--- config.mk ---
export PLATFORM = sky130hd
export DESIGN_NAME = dctmr_top
export DESIGN_NICKNAME = d
export VERILOG_FILES = /design/src/hdl/dctmr_pkg.sv /design/src/hdl/dctmr_top.sv /design/src/hdl/dctmr_core.sv
export SDC_FILE = /design/constraint.sdc
export NUM_CORES = 1
export LEC_CHECK = 0
export ABC_AREA = 1
export BUFFER_PORTS_ARGS = -buffer_cell sky130_fd_sc_hd__buf_4
export CAP_MARGIN = 30
export CORE_MARGIN = 2
export CORE_UTILIZATION = 50
export CTS_CLUSTER_DIAMETER = 100
export DETAILED_ROUTE_END_ITERATION = 7
export GPL_TIMING_DRIVEN = 0
export PLACE_DENSITY = 0.7
export SYNTH_ARGS = -nofsm -noshare
export SYNTH_HDL_FRONTEND = slang
export SYNTH_SLANG_ARGS = --single-unit
export TNS_END_PERCENT = 100
--- constraint.sdc ---
create_clock -name CORE_CLK -period 3.08 [get_ports CORE_CLK]
set_clock_uncertainty 0.1 [all_clocks]
set_input_delay 0.616 -clock CORE_CLK [delete_from_list [all_inputs] [get_ports CORE_CLK]]
set_output_delay 0.616 -clock CORE_CLK [all_outputs]
set_load 0.005 [all_outputs]
--- src/hdl/dctmr_pkg.sv ---
// package: register map, field positions, reset values and codes for the dual 8-bit timer
package dctmr_pkg;
   // register byte offsets on the axi4-lite bus
   localparam logic [7:0] OFS_T0_CTL = 8'h00;
   localparam logic [7:0] OFS_T0_CNT = 8'h04;
   localparam logic [7:0] OFS_T0_CCTL0 = 8'h08;
   localparam logic [7:0] OFS_T0_CC0 = 8'h0c;
   localparam logic [7:0] OFS_T0_CCTL1 = 8'h10;
   localparam logic [7:0] OFS_T0_CC1 = 8'h14;
   localparam logic [7:0] OFS_T1_BASE = 8'h20;
   localparam logic [7:0] OFS_FLAG = 8'h40;
   localparam logic [7:0] OFS_TICK = 8'h44;
   // timer control fields
   localparam int CTL_DIV_LSB = 5;
   localparam int CTL_START = 4;
   localparam int CTL_TCIM = 3;
   localparam int CTL_CLR = 2;
   localparam int CTL_MODE_LSB = 0;
   localparam logic [7:0] CTL_RESET = 8'h08;
   // channel control fields
   localparam int CCTL_IM = 6;
   localparam int CCTL_ACT_LSB = 3;
   localparam int CCTL_CMPMODE = 2;
   localparam int CCTL_EDGE_LSB = 0;
   localparam logic [7:0] CCTL_RESET = 8'h40;
   localparam logic [7:0] CC_RESET = 8'h00;
   localparam logic [2:0] TICK_RESET = 3'h0;
   // flag bit positions: per timer, terminal count then channels
   localparam int FLG_PER_TMR = 3;
   // counter modes
   localparam logic [1:0] MODE_FREE = 2'h0;
   localparam logic [1:0] MODE_DOWN = 2'h1;
   localparam logic [1:0] MODE_MOD = 2'h2;
   localparam logic [1:0] MODE_UPDN = 2'h3;
   // compare output actions
   localparam logic [2:0] ACT_SET = 3'h0;
   localparam logic [2:0] ACT_CLR = 3'h1;
   localparam logic [2:0] ACT_TGL = 3'h2;
   localparam logic [2:0] ACT_SETUP = 3'h3;
   localparam logic [2:0] ACT_CLRUP = 3'h4;
   localparam logic [2:0] ACT_SETFF = 3'h5;
   localparam logic [2:0] ACT_CLR00 = 3'h6;
   // capture edge selection
   localparam logic [1:0] EDGE_NONE = 2'h0;
   localparam logic [1:0] EDGE_RISE = 2'h1;
   localparam logic [1:0] EDGE_FALL = 2'h2;
   localparam logic [1:0] EDGE_ANY = 2'h3;
   // axi responses
   localparam logic [1:0] RESP_OKAY = 2'h0;
   localparam logic [1:0] RESP_SLVERR = 2'h2;
   localparam int ADDR_W = 8;
endpackage : dctmr_pkg

--- src/hdl/dctmr_top.sv ---
// dual 8-bit timer with axi4-lite register slave and shared flag register
//
// Decided for this implementation: the register offsets and register access over AXI4-Lite.
`timescale 1ns/1ps
// Overview of operation
// - counter steps on each tick further divided by prescaler 1 to 128.
// - current count readable by software at any time.
// - start bit 1 runs counter, 0 halts and holds count.
// - free-running counts 0x00 to 0xff, wraps, sets terminal count flag.
// - terminal count interrupt only when its mask bit is set.
// - down mode loads channel 0 value on start, counts to 0x00, flags.
// - modulo counts 0x00 to channel 0 value, wraps, flags.
// - up/down counts up to channel 0 value then back to 0x00.
// - clear bit zeroes counter and restores upward direction.
// - two channels, each configured by its own control register.
// - capture mode: pin input, selected edge copies count into channel value.
// - input pins synchronised; source holds pulses over one clock period.
// - capture sets channel flag; interrupt only if channel mask set.
// - compare mode: pin output, set/clear/toggle on count equal compare value.
// - output pin transitions are glitch free.
// - channel 0 compare write applies at count 0x00; channel 1 immediately.
// - compare match sets channel flag; interrupt only if channel mask set.
// - one interrupt request per timer for all its events.
// - one shared flag register holds two terminal and four channel flags.
// - setting a mask while its flag is set raises a new request.
// - prescale codes 000 to 111 divide by 1 to 128.
// - mode codes 00 free, 01 down, 10 modulo, 11 up/down.
// - compare action codes 000 to 110 as set, clear, toggle and pwm forms.
// - edge codes 00 none, 01 rising, 10 falling, 11 both.
module dctmr_top
   import dctmr_pkg::*;
(
   // clock and reset
   input wire logic CORE_CLK,
   input wire logic RST_N,
   // system tick enable
   input wire logic TICK_EN,
   // axi4-lite write channels
   input wire logic [dctmr_pkg::ADDR_W-1:0] S_AXI_AWADDR,
   input wire logic S_AXI_AWVALID,
   output logic S_AXI_AWREADY,
   input wire logic [31:0] S_AXI_WDATA,
   input wire logic [3:0] S_AXI_WSTRB,
   input wire logic S_AXI_WVALID,
   output logic S_AXI_WREADY,
   output logic [1:0] S_AXI_BRESP,
   output logic S_AXI_BVALID,
   input wire logic S_AXI_BREADY,
   // axi4-lite read channels
   input wire logic [dctmr_pkg::ADDR_W-1:0] S_AXI_ARADDR,
   input wire logic S_AXI_ARVALID,
   output logic S_AXI_ARREADY,
   output logic [31:0] S_AXI_RDATA,
   output logic [1:0] S_AXI_RRESP,
   output logic S_AXI_RVALID,
   input wire logic S_AXI_RREADY,
   // channel pins, index timer*2+channel
   input wire logic [3:0] CH_PIN_IN,
   output logic [3:0] CH_PIN_OUT,
   output logic [3:0] CH_PIN_OE,
   // per-timer interrupt requests
   output logic [1:0] TMR_IRQ
);
   logic [7:0] ctl_reg [2];
   logic [7:0] cctl_reg [2][2];
   logic [5:0] flag_reg, flag_next;
   logic [2:0] tick_sel_reg;
   logic [3:0] sync1_reg, sync2_reg;
   logic [5:0] irq_en_d_reg;
   logic aw_got_reg, w_got_reg, bvalid_reg, rvalid_reg;
   logic [7:0] awaddr_reg;
   logic [7:0] wbyte_reg;
   logic bresp_reg;
   logic [31:0] rdata_reg;
   logic [1:0] rresp_reg;
   logic [7:0] count_w [2];
   logic [7:0] ccval_w [2][2];
   logic [1:0] tc_ev;
   logic [1:0] ch_ev [2];
   logic [1:0] pout [2];
   logic [1:0] poe [2];
   logic [5:0] irq_en;
   logic [5:0] hw_set;
   logic [5:0] rise_en;
   logic [6:0] tick_div_reg;

   // two-flop synchroniser on channel pins
   always_ff @(posedge CORE_CLK or negedge RST_N) begin
      if (!RST_N) begin
         sync1_reg <= 4'h0;
         sync2_reg <= 4'h0;
      end else begin
         sync1_reg <= CH_PIN_IN;
         sync2_reg <= sync1_reg;
      end
   end

   // tick speed divider from system tick by 2^tick_speed_select
   wire [7:0] tick_mask = 8'(8'hff >> (3'h7 - tick_sel_reg)) >> 1;
   wire tick_slow = TICK_EN && ((tick_div_reg & tick_mask[6:0]) == tick_mask[6:0]);
   always_ff @(posedge CORE_CLK or negedge RST_N) begin
      if (!RST_N) begin
         tick_div_reg <= 7'h00;
      end else if (TICK_EN) begin
         tick_div_reg <= 7'(tick_div_reg + 7'h01);
      end
   end

   // axi write: address and data taken in either order, response after both
   wire wr_fire = aw_got_reg && w_got_reg && !bvalid_reg;
   wire [7:0] wa = awaddr_reg;
   wire wa_t1 = (wa >= OFS_T1_BASE) && (wa < OFS_FLAG);
   wire [7:0] wa_loc = wa_t1 ? 8'(wa - OFS_T1_BASE) : wa;
   wire wa_tmr = (wa < OFS_FLAG) && (wa_loc <= OFS_T0_CC1) && (wa_loc[1:0] == 2'h0);
   wire wa_ok = wa_tmr || wa == OFS_FLAG || wa == OFS_TICK;
   wire wr_tmr = wr_fire && wa_tmr;
   wire wr_flag = wr_fire && wa == OFS_FLAG;
   wire wr_tick = wr_fire && wa == OFS_TICK;
   wire [1:0] wr_ctl = {wr_tmr && wa_t1 && wa_loc == OFS_T0_CTL, wr_tmr && !wa_t1 && wa_loc == OFS_T0_CTL};
   wire [1:0] clr_p = {wr_ctl[1] && wbyte_reg[CTL_CLR], wr_ctl[0] && wbyte_reg[CTL_CLR]};
   always_ff @(posedge CORE_CLK or negedge RST_N) begin
      if (!RST_N) begin
         aw_got_reg <= 1'b0;
         w_got_reg <= 1'b0;
         bvalid_reg <= 1'b0;
         awaddr_reg <= 8'h00;
         wbyte_reg <= 8'h00;
         bresp_reg <= 1'b0;
      end else begin
         if (S_AXI_AWVALID && S_AXI_AWREADY) begin
            aw_got_reg <= 1'b1;
            awaddr_reg <= S_AXI_AWADDR;
         end
         if (S_AXI_WVALID && S_AXI_WREADY) begin
            w_got_reg <= 1'b1;
            wbyte_reg <= S_AXI_WSTRB[0] ? S_AXI_WDATA[7:0] : 8'h00;
         end
         if (wr_fire) begin
            aw_got_reg <= 1'b0;
            w_got_reg <= 1'b0;
            bvalid_reg <= 1'b1;
            bresp_reg <= !wa_ok;
         end else if (bvalid_reg && S_AXI_BREADY) begin
            bvalid_reg <= 1'b0;
         end
      end
   end
   assign S_AXI_AWREADY = !aw_got_reg && !bvalid_reg;
   assign S_AXI_WREADY = !w_got_reg && !bvalid_reg;
   assign S_AXI_BVALID = bvalid_reg;
   assign S_AXI_BRESP = bresp_reg ? RESP_SLVERR : RESP_OKAY;

   // per-timer control registers; clear bit is write-only and reads zero
   for (genvar t = 0; t < 2; t++) begin : g_tmr
      wire sel = (t == 1) == wa_t1;
      always_ff @(posedge CORE_CLK or negedge RST_N) begin
         if (!RST_N) begin
            ctl_reg[t] <= CTL_RESET;
            cctl_reg[t][0] <= CCTL_RESET;
            cctl_reg[t][1] <= CCTL_RESET;
         end else if (wr_tmr && sel) begin
            if (wa_loc == OFS_T0_CTL) ctl_reg[t] <= wbyte_reg & ~(8'h01 << CTL_CLR);
            if (wa_loc == OFS_T0_CCTL0) cctl_reg[t][0] <= wbyte_reg & 8'h7f;
            if (wa_loc == OFS_T0_CCTL1) cctl_reg[t][1] <= wbyte_reg & 8'h7f;
         end
      end
      // identical instance per timer
      dctmr_core u_core (
         .clk(CORE_CLK),
         .rst_n(RST_N),
         .tick_en(tick_slow),
         .ctl(ctl_reg[t]),
         .clr_pulse(clr_p[t]),
         .cctl(cctl_reg[t]),
         .cc_wr({wr_tmr && sel && wa_loc == OFS_T0_CC1, wr_tmr && sel && wa_loc == OFS_T0_CC0}),
         .cc_wdata(wbyte_reg),
         .pin_in(sync2_reg[2*t +: 2]),
         .count(count_w[t]),
         .cc_val(ccval_w[t]),
         .tc_event(tc_ev[t]),
         .ch_event(ch_ev[t]),
         .pin_out(pout[t]),
         .pin_oe(poe[t])
      );
      assign hw_set[FLG_PER_TMR*t +: FLG_PER_TMR] = {ch_ev[t], tc_ev[t]};
      assign irq_en[FLG_PER_TMR*t +: FLG_PER_TMR] = {cctl_reg[t][1][CCTL_IM], cctl_reg[t][0][CCTL_IM],
         ctl_reg[t][CTL_TCIM]};
      assign CH_PIN_OUT[2*t +: 2] = pout[t];
      assign CH_PIN_OE[2*t +: 2] = poe[t];
   end

   // shared flags: hardware set wins over software clear-by-writing-zero
   always_comb begin
      flag_next = flag_reg;
      if (wr_flag) flag_next = flag_reg & wbyte_reg[5:0];
      flag_next = flag_next | hw_set;
   end
   always_ff @(posedge CORE_CLK or negedge RST_N) begin
      if (!RST_N) begin
         flag_reg <= 6'h00;
         irq_en_d_reg <= 6'h00;
         tick_sel_reg <= TICK_RESET;
      end else begin
         flag_reg <= flag_next;
         irq_en_d_reg <= irq_en;
         if (wr_tick) tick_sel_reg <= wbyte_reg[2:0];
      end
   end

   // request is a pulse: new event, or mask newly enabled over a pending flag
   assign rise_en = irq_en & ~irq_en_d_reg & flag_reg;
   wire [5:0] req = irq_en & (hw_set | rise_en);
   assign TMR_IRQ = {|req[5:3], |req[2:0]}; // one request per timer

   // axi read decode
   wire [7:0] ra = S_AXI_ARADDR;
   wire ra_t1 = (ra >= OFS_T1_BASE) && (ra < OFS_FLAG);
   wire [7:0] ra_loc = ra_t1 ? 8'(ra - OFS_T1_BASE) : ra;
   wire rt = ra_t1 ? 1'b1 : 1'b0;
   wire ra_tmr = (ra < OFS_FLAG) && (ra_loc <= OFS_T0_CC1) && (ra_loc[1:0] == 2'h0);
   wire [7:0] rbyte = (ra == OFS_FLAG) ? {2'h0, flag_reg} :
      (ra == OFS_TICK) ? {5'h00, tick_sel_reg} :
      (ra_loc == OFS_T0_CTL) ? ctl_reg[rt] :
      (ra_loc == OFS_T0_CNT) ? count_w[rt] :
      (ra_loc == OFS_T0_CCTL0) ? cctl_reg[rt][0] :
      (ra_loc == OFS_T0_CC0) ? ccval_w[rt][0] :
      (ra_loc == OFS_T0_CCTL1) ? cctl_reg[rt][1] : ccval_w[rt][1];
   wire ra_ok = ra_tmr || ra == OFS_FLAG || ra == OFS_TICK;
   always_ff @(posedge CORE_CLK or negedge RST_N) begin
      if (!RST_N) begin
         rvalid_reg <= 1'b0;
         rdata_reg <= 32'h0000_0000;
         rresp_reg <= RESP_OKAY;
      end else if (S_AXI_ARVALID && S_AXI_ARREADY) begin
         rvalid_reg <= 1'b1;
         rdata_reg <= ra_ok ? {24'h00_0000, rbyte} : 32'h0000_0000;
         rresp_reg <= ra_ok ? RESP_OKAY : RESP_SLVERR;
      end else if (rvalid_reg && S_AXI_RREADY) begin
         rvalid_reg <= 1'b0;
      end
   end
   assign S_AXI_ARREADY = !rvalid_reg;
   assign S_AXI_RVALID = rvalid_reg;
   assign S_AXI_RDATA = rdata_reg;
   assign S_AXI_RRESP = rresp_reg;
endmodule : dctmr_top

--- src/hdl/dctmr_core.sv ---
// one 8-bit timer: prescaler, counter and two capture/compare channels
`timescale 1ns/1ps
module dctmr_core
   import dctmr_pkg::*;
(
   // clock and reset
   input wire logic clk,
   input wire logic rst_n,
   // configuration from registers
   input wire logic tick_en,
   input wire logic [7:0] ctl,
   input wire logic clr_pulse,
   input wire logic [7:0] cctl [2],
   input wire logic [1:0] cc_wr,
   input wire logic [7:0] cc_wdata,
   // synchronised channel inputs
   input wire logic [1:0] pin_in,
   // state and events
   output logic [7:0] count,
   output logic [7:0] cc_val [2],
   output logic tc_event,
   output logic [1:0] ch_event,
   output logic [1:0] pin_out,
   output logic [1:0] pin_oe
);
   logic [6:0] pre_reg;
   logic [7:0] cnt_reg, cnt_next;
   logic down_reg, down_next;
   logic loaded_reg;
   logic [7:0] cc0_shadow_reg;
   logic [7:0] cc0_live_reg;
   logic [7:0] cc_reg [2];
   logic [1:0] pin_d_reg;
   logic [1:0] out_reg;
   logic tc_reg;
   logic [1:0] ev_reg;
   wire start = ctl[CTL_START];
   wire [1:0] mode = ctl[CTL_MODE_LSB +: 2];
   wire [2:0] div = ctl[CTL_DIV_LSB +: 3];
   wire [7:0] div_mask = 8'(8'hff >> (3'h7 - div)) >> 1;
   // active edge: tick with prescale count all ones on the selected bits
   wire active = tick_en && start && ((pre_reg & div_mask[6:0]) == div_mask[6:0]);
   wire [7:0] top = cc0_live_reg;
   wire hit_tc;

   // next count per mode
   always_comb begin
      cnt_next = cnt_reg;
      down_next = down_reg;
      case (mode)
         MODE_FREE: cnt_next = 8'(cnt_reg + 8'h01); // wraps 0xff to 0x00
         MODE_DOWN: cnt_next = (cnt_reg == 8'h00) ? 8'h00 : 8'(cnt_reg - 8'h01);
         MODE_MOD: cnt_next = (cnt_reg >= top) ? 8'h00 : 8'(cnt_reg + 8'h01);
         default: begin
            if (!down_reg && cnt_reg >= top) begin
               down_next = (top != 8'h00);
               cnt_next = (top == 8'h00) ? 8'h00 : 8'(cnt_reg - 8'h01);
            end else if (down_reg && cnt_reg == 8'h01) begin
               down_next = 1'b0; // turn at zero for centre-aligned periods
               cnt_next = 8'h00;
            end else begin
               cnt_next = down_reg ? 8'(cnt_reg - 8'h01) : 8'(cnt_reg + 8'h01);
            end
         end
      endcase
   end

   // terminal count per mode
   assign hit_tc = active && loaded_reg && ((mode == MODE_FREE && cnt_reg == 8'hff) ||
      (mode == MODE_DOWN && cnt_reg == 8'h01) || (mode == MODE_MOD && cnt_reg >= top) ||
      (mode == MODE_UPDN && down_reg && cnt_reg == 8'h01));

   // prescaler only runs while started; halt keeps the count
   always_ff @(posedge clk or negedge rst_n) begin
      if (!rst_n) begin
         pre_reg <= 7'h00;
      end else if (clr_pulse || !start) begin
         pre_reg <= 7'h00;
      end else if (tick_en) begin
         pre_reg <= 7'(pre_reg + 7'h01);
      end
   end

   // counter, direction and down-mode load
   always_ff @(posedge clk or negedge rst_n) begin
      if (!rst_n) begin
         cnt_reg <= 8'h00;
         down_reg <= 1'b0;
         loaded_reg <= 1'b0;
         tc_reg <= 1'b0;
      end else begin
         tc_reg <= hit_tc;
         if (clr_pulse) begin
            cnt_reg <= 8'h00; // clear also resets direction
            down_reg <= 1'b0;
            loaded_reg <= 1'b0;
         end else if (!start) begin
            loaded_reg <= 1'b0;
         end else if (!loaded_reg) begin
            loaded_reg <= 1'b1;
            if (mode == MODE_DOWN) begin
               cnt_reg <= cc_reg[0]; // load on start in down mode
            end
         end else if (active) begin
            cnt_reg <= cnt_next;
            down_reg <= down_next;
         end
      end
   end

   // channel 0 compare value shadowed until count is zero; channel 1 live
   always_ff @(posedge clk or negedge rst_n) begin
      if (!rst_n) begin
         cc0_shadow_reg <= CC_RESET;
         cc0_live_reg <= CC_RESET;
      end else begin
         if (cc_wr[0]) begin
            cc0_shadow_reg <= cc_wdata;
         end
         if (cnt_reg == 8'h00) begin
            cc0_live_reg <= cc_wr[0] ? cc_wdata : cc0_shadow_reg;
         end
      end
   end

   // per-channel capture and compare
   for (genvar n = 0; n < 2; n++) begin : g_ch
      wire is_cmp = cctl[n][CCTL_CMPMODE];
      wire [1:0] edge_sel = cctl[n][CCTL_EDGE_LSB +: 2];
      wire [2:0] act = cctl[n][CCTL_ACT_LSB +: 3];
      wire rise = pin_in[n] && !pin_d_reg[n];
      wire fall = !pin_in[n] && pin_d_reg[n];
      // capture on selected edge once started
      wire cap = !is_cmp && start && loaded_reg &&
         ((edge_sel == EDGE_RISE && rise) || (edge_sel == EDGE_FALL && fall) ||
         (edge_sel == EDGE_ANY && (rise || fall)));
      wire [7:0] cmp_val = (n == 0) ? cc0_live_reg : cc_reg[n];
      // match judged once per active edge so output moves once per count
      wire match = is_cmp && active && loaded_reg && cnt_reg == cmp_val;
      wire at_zero = is_cmp && active && loaded_reg && cnt_reg == 8'h00;
      wire at_ff = is_cmp && active && loaded_reg && cnt_reg == 8'hff;
      logic out_next;
      // compare output action
      always_comb begin
         out_next = out_reg[n];
         case (act)
            ACT_SET: out_next = match ? 1'b1 : out_reg[n];
            ACT_CLR: out_next = match ? 1'b0 : out_reg[n];
            ACT_TGL: out_next = match ? !out_reg[n] : out_reg[n];
            ACT_SETUP: begin
               if (match) out_next = !(mode == MODE_UPDN && down_reg);
               else if (at_zero) out_next = 1'b0;
            end
            ACT_CLRUP: begin
               if (match) out_next = (mode == MODE_UPDN && down_reg);
               else if (at_zero) out_next = 1'b1;
            end
            ACT_SETFF: begin
               if (match) out_next = 1'b1;
               else if (at_ff) out_next = 1'b0;
            end
            ACT_CLR00: begin
               if (match) out_next = 1'b0;
               else if (at_zero) out_next = 1'b1;
            end
            default: out_next = out_reg[n];
         endcase
      end
      always_ff @(posedge clk or negedge rst_n) begin
         if (!rst_n) begin
            pin_d_reg[n] <= 1'b0;
            out_reg[n] <= 1'b0;
            ev_reg[n] <= 1'b0;
            cc_reg[n] <= CC_RESET;
         end else begin
            pin_d_reg[n] <= pin_in[n];
            out_reg[n] <= out_next; // registered so the pin is glitch free
            ev_reg[n] <= cap || match;
            if (cap) begin
               cc_reg[n] <= cnt_reg;
            end else if (cc_wr[n]) begin
               cc_reg[n] <= cc_wdata;
            end
         end
      end
      assign pin_oe[n] = is_cmp; // pin direction follows channel mode
   end

   assign count = cnt_reg;
   // channel 0 shows the pending compare value, or the captured count in capture mode
   assign cc_val[0] = cctl[0][CCTL_CMPMODE] ? cc0_shadow_reg : cc_reg[0];
   assign cc_val[1] = cc_reg[1];
   assign tc_event = tc_reg;
   assign ch_event = ev_reg;
   assign pin_out = out_reg;
endmodule : dctmr_core

==> flow_results.org <==
** Setup path
- Worst r2r path cells :: 14
- Arrival @ worst endpoint :: 3230 ps
- Data on the critical path is required at its endpoint by 3400 ps.
- Kind of end point of the critical path :: register
- Reg-to-reg critical path startpoint :: g_tmr[1].u_core.count[0]$_DFFE_PN0P_
- R2r setup slk :: 170 ps
- RR Endpoint :: g_tmr[1].u_core.count[4]$_DFFE_PN0P_
- Worst Path Max Fanout :: 8
- The critical path in this run is classified as reg -> reg.
- Crit start category :: register

** Final layout
- In the final layout, the multi-input gates occupy 6530 um2.
- Count of antenna diodes in the layout :: 0
- The layout has 2456 filler cells.
- Share of layout cells above drive strength 1 :: 12.6%
- For this run, the post-layout net count is 1989.
- Final cell count without fillers :: 2245
- Registers take 5360 um2.
- From synthesis to final layout, the design area changed by 14.3%.
- The register with the most flip-flops in the layout has 28 of them.

** Placement
- Final weighted congestion of routability-driven global placement :: 0.965
- HPWL Detailed :: 31000 um
- In this run the tool buffered the top-level ports with 60 buffer cells.
- Place WS :: 146 ps
- Total placed cells including tap cells :: 2199

** STA
- Setup Viol. Count Final :: 0
- RSZ-0062 raised after global routing :: true
- Min cycle time layout :: 2910 ps
- Crit share post-route :: 94.5%
- Tightest Pin Transition :: 926 ps
- Hold timing on the final database bottoms out at a slack of 19.5 ps.
- Measured against its own limit, the worst slew margin works out to 37.7%.
- Fin Setup TNS :: 0 ps
- Worst Slack Setup Final :: 171 ps
- The final max-slew violation count came to 0.
- Endpoints failing hold :: 0
- Fmax achieved :: 0.344 GHz

** Synth
- Leading register cell type out of synthesis :: sky130_fd_sc_hd__dfrtp_1
- Warning count from the yosys run :: 0
- The commonest cells after synthesis are sky130_fd_sc_hd__nand2_1 (542), sky130_fd_sc_hd__dfrtp_1 (208), sky130_fd_sc_hd__inv_1 (185).
- Xor-xnor portion of the synthesized cell area :: 3.01%
- The mapped netlist covers 13100 um2.
- Flop and latch count out of synthesis :: 214
- Number of enable flip-flop cells after synthesis :: 0
- Simple-gate share of the synthesized area :: 27.4%
- Synthesis produced a netlist whose cell count is 1778.
- Of all flip-flops after synthesis, the portion carrying an async set or reset was 100%.
- In the post-synthesis netlist, the cell with the most instances is sky130_fd_sc_hd__nand2_1.
- After synthesis, the mean cell area works out to 7.36 um2.
- Complex-gate fraction of the synthesized area :: 15.5%
- Cell accounting for the most synthesized area :: sky130_fd_sc_hd__dfrtp_1
- By area, the combinational part of the netlist is dominated by simple AND/OR/NAND/NOR gates.
- In this run the biggest area consumer among cell types represents 39.8% of the synthesized area.
- The number of different library cells used by synthesis comes to 61.
- The synthesized netlist devotes 3.16% of its cell area to adder and majority cells.
- Mux share of post-synthesis cell area :: 0.0861%
- Sequential cells were found to cover 41.0% of the synthesized design area.
- Yosys attributes the largest share of cell area to sky130_fd_sc_hd__dfrtp_1 (40%), sky130_fd_sc_hd__nand2_1 (16%), sky130_fd_sc_hd__o21ai_0 (6.8%).

** Floorplan
- Starting Density :: 50.5%
- Core region area :: 25900 um2
- The initialized floorplan defines 59 standard-cell rows.
- In this run the horizontal extent of the chip is 166 um.
- For this design the top-level I/O count stands at 115.
- Die Ht :: 166 um
- Total Die Area :: 27500 um2

** Global route
- Global-route wire length before repair :: 65700 um
- The via count of the first global-routing pass was 11800.
- The number of antenna violations at the first check in global routing is 1.
- For this run the aggregate overflow at the end of global routing stands at 0.
- Maximum number of pins on one net before global-route repair :: 111
- Global router's overall resource usage :: 30.0%

** Clock network
- Clock tree from TritonCTS :: yes
- TritonCTS created 26 clock buffers.
- The later pin in the worst-skew pair is clocked with a latency of 530 ps.
- In this run the clock root is driven by a sky130_fd_sc_hd__clkbuf_16.
- H-Tree Depth :: 1
- Post-CTS Setup Repair Bufs :: 0
- Post_cts resized :: 0
- Hold bufs inserted after CTS :: 0
- Reg clk slew, reported paths :: 60 ps
- The clock net in this run drives a total of 214 sinks.
- Maximum buffer depth of the clock tree :: 3

** Route
- Number of remaining DRC errors :: 0
- The pre-antenna-repair detailed-routing pass consisted of 6 iterations.
- Average wire per cell in the routed design :: 18.3 um
- The first routing iteration left 1266 violations.
- Detailed routing inserted a total of 12300 vias.
- For this block, the routed nets add up to 41200 um of wire.
- Using the TritonRoute via totals, the vias-per-cell ratio works out to 5.47.
- Antenna Nets Post-Route :: 0

** Pwr
- Across the VDD grid, the largest voltage drop is 0.334 mV.
- The design draws 7.19 mW.
- Power spread over the standard cell area amounts to 481 nW/um2.
- Static power due to leakage :: 7.39 nW

** Run status
- Outcome :: finished, final reports clean

** Worst hold path
- In this run the worst hold path is classified as in -> async.

** Flow run
- Number of max-cap violations :: 0
[area by class of cell]
class                           instances  share of cell area [%]
Sequential cell                       214                    35.8
Timing Repair Buffer                   61                    3.24
Multi-Input combinational cell       1294                    43.7
Buffer                                 89                    3.44
Inverter                              206                    5.22
Clock inverter                         10                   0.711
Clock buffer                           36                    5.08
Tap cell                              335                    2.80
[logic make-up (layout without fill, tap and decap cells)]
family                   after synthesis  count (layout)
flip-flops                           214             214
other                                  1              26
AND/OR/NAND/NOR                      835             835
XOR/XNOR                              45              45
adder cells (fa/ha/maj)               33              33
buffers and inverters                295             402
multiplexers                           1               1
AO/OA/AOI/OAI                        354             354
[routing by layer]
metal  GRT usage (%)  part of all wire, %
met1            42.0                   44
met2            47.7                   45
met3            2.76                  5.7
met4            13.7                  5.0
met5               0                0.024
[worst max-delay path: stages (launching register included)]
cell and delay [ps]:
sky130_fd_sc_hd__dfrtp_1 380, sky130_fd_sc_hd__buf_2 240, sky130_fd_sc_hd__inv_1 230, sky130_fd_sc_hd__ha_1 350, sky130_fd_sc_hd__nand3_1 70, sky130_fd_sc_hd__nor2_1 280
sky130_fd_sc_hd__nor2_1 90, sky130_fd_sc_hd__nand2_1 180, sky130_fd_sc_hd__nand2_2 180, sky130_fd_sc_hd__nand2_1 230, sky130_fd_sc_hd__nor2_1 60, sky130_fd_sc_hd__o21ai_0 200
sky130_fd_sc_hd__nand2_1 80, sky130_fd_sc_hd__nand2_1 70, sky130_fd_sc_hd__nand2_1 40
[worst max path at each step]
| stage | startpoint | end | slack [ps] | depth (start not counted) |
|---|---|---|---|---|
| 2_1_floorplan | g_tmr[0].u_core.count[0]$_DFFE_PN0P_ | g_tmr[0].u_core.count[7]$_DFFE_PN0P_ | 840 | 18 |
| 5_1_grt | g_tmr[1].u_core.count[0]$_DFFE_PN0P_ | g_tmr[1].u_core.count[4]$_DFFE_PN0P_ | 2 | 14 |
| 4_1_cts | g_tmr[0].u_core.count[0]$_DFFE_PN0P_ | g_tmr[0].u_core.count[3]$_DFFE_PN0P_ | 130 | 16 |
| 6_report | g_tmr[1].u_core.count[0]$_DFFE_PN0P_ | g_tmr[1].u_core.count[4]$_DFFE_PN0P_ | 170 | 14 |
| 3_3_place_gp | RST_N | g_tmr[0].u_core.pin_out[0]$_DFFE_PN0P_ | -280 | 1 |
| 3_5_place_dp | g_tmr[0].u_core.count[0]$_DFFE_PN0P_ | g_tmr[0].u_core.count[3]$_DFFE_PN0P_ | 150 | 16 |
[cell usage in the layout, fill, tap and decap left out, types with 11 or more instances in the layout]
master | synthesis | final
sky130_fd_sc_hd__conb_1 | 1 | 26
sky130_fd_sc_hd__xnor2_1 | 20 | 20
sky130_fd_sc_hd__o211ai_1 | 29 | 29
sky130_fd_sc_hd__buf_2 | 21 | 20
sky130_fd_sc_hd__clkbuf_16 | 0 | 27
sky130_fd_sc_hd__inv_1 | 185 | 185
sky130_fd_sc_hd__nand2_1 | 542 | 541
sky130_fd_sc_hd__o21ai_0 | 179 | 179
sky130_fd_sc_hd__nand3_1 | 95 | 95
sky130_fd_sc_hd__nor2_1 | 117 | 116
sky130_fd_sc_hd__xor2_1 | 25 | 25
sky130_fd_sc_hd__clkbuf_1 | 27 | 31
sky130_fd_sc_hd__a21oi_1 | 87 | 87
sky130_fd_sc_hd__nand2_2 | 14 | 15
sky130_fd_sc_hd__inv_2 | 16 | 16
sky130_fd_sc_hd__o221ai_1 | 15 | 15
sky130_fd_sc_hd__o21ai_1 | 11 | 11
sky130_fd_sc_hd__buf_4 | 38 | 97
sky130_fd_sc_hd__nand4_1 | 30 | 30
sky130_fd_sc_hd__ha_1 | 33 | 33
sky130_fd_sc_hd__dfrtp_1 | 208 | 208
[where the power goes]
group,leakage (nW),switching [mW],internal [mW]
Combinational,4.11,0.617,0.289
Sequential,2.85,0.211,2.99
Clock,0.429,1.21,1.88
Total,7.39,2.04,5.16
[metrics by stage]
stage	instance area (um2)	util, %
3_5_place_dp	14100	54.4
4_1_cts	14900	57.7
3_3_place_gp	14000	54.2
2_1_floorplan	13200	-
6_report	15000	57.7
5_1_grt	15000	57.7
Power figures use the tool's default switching activity.
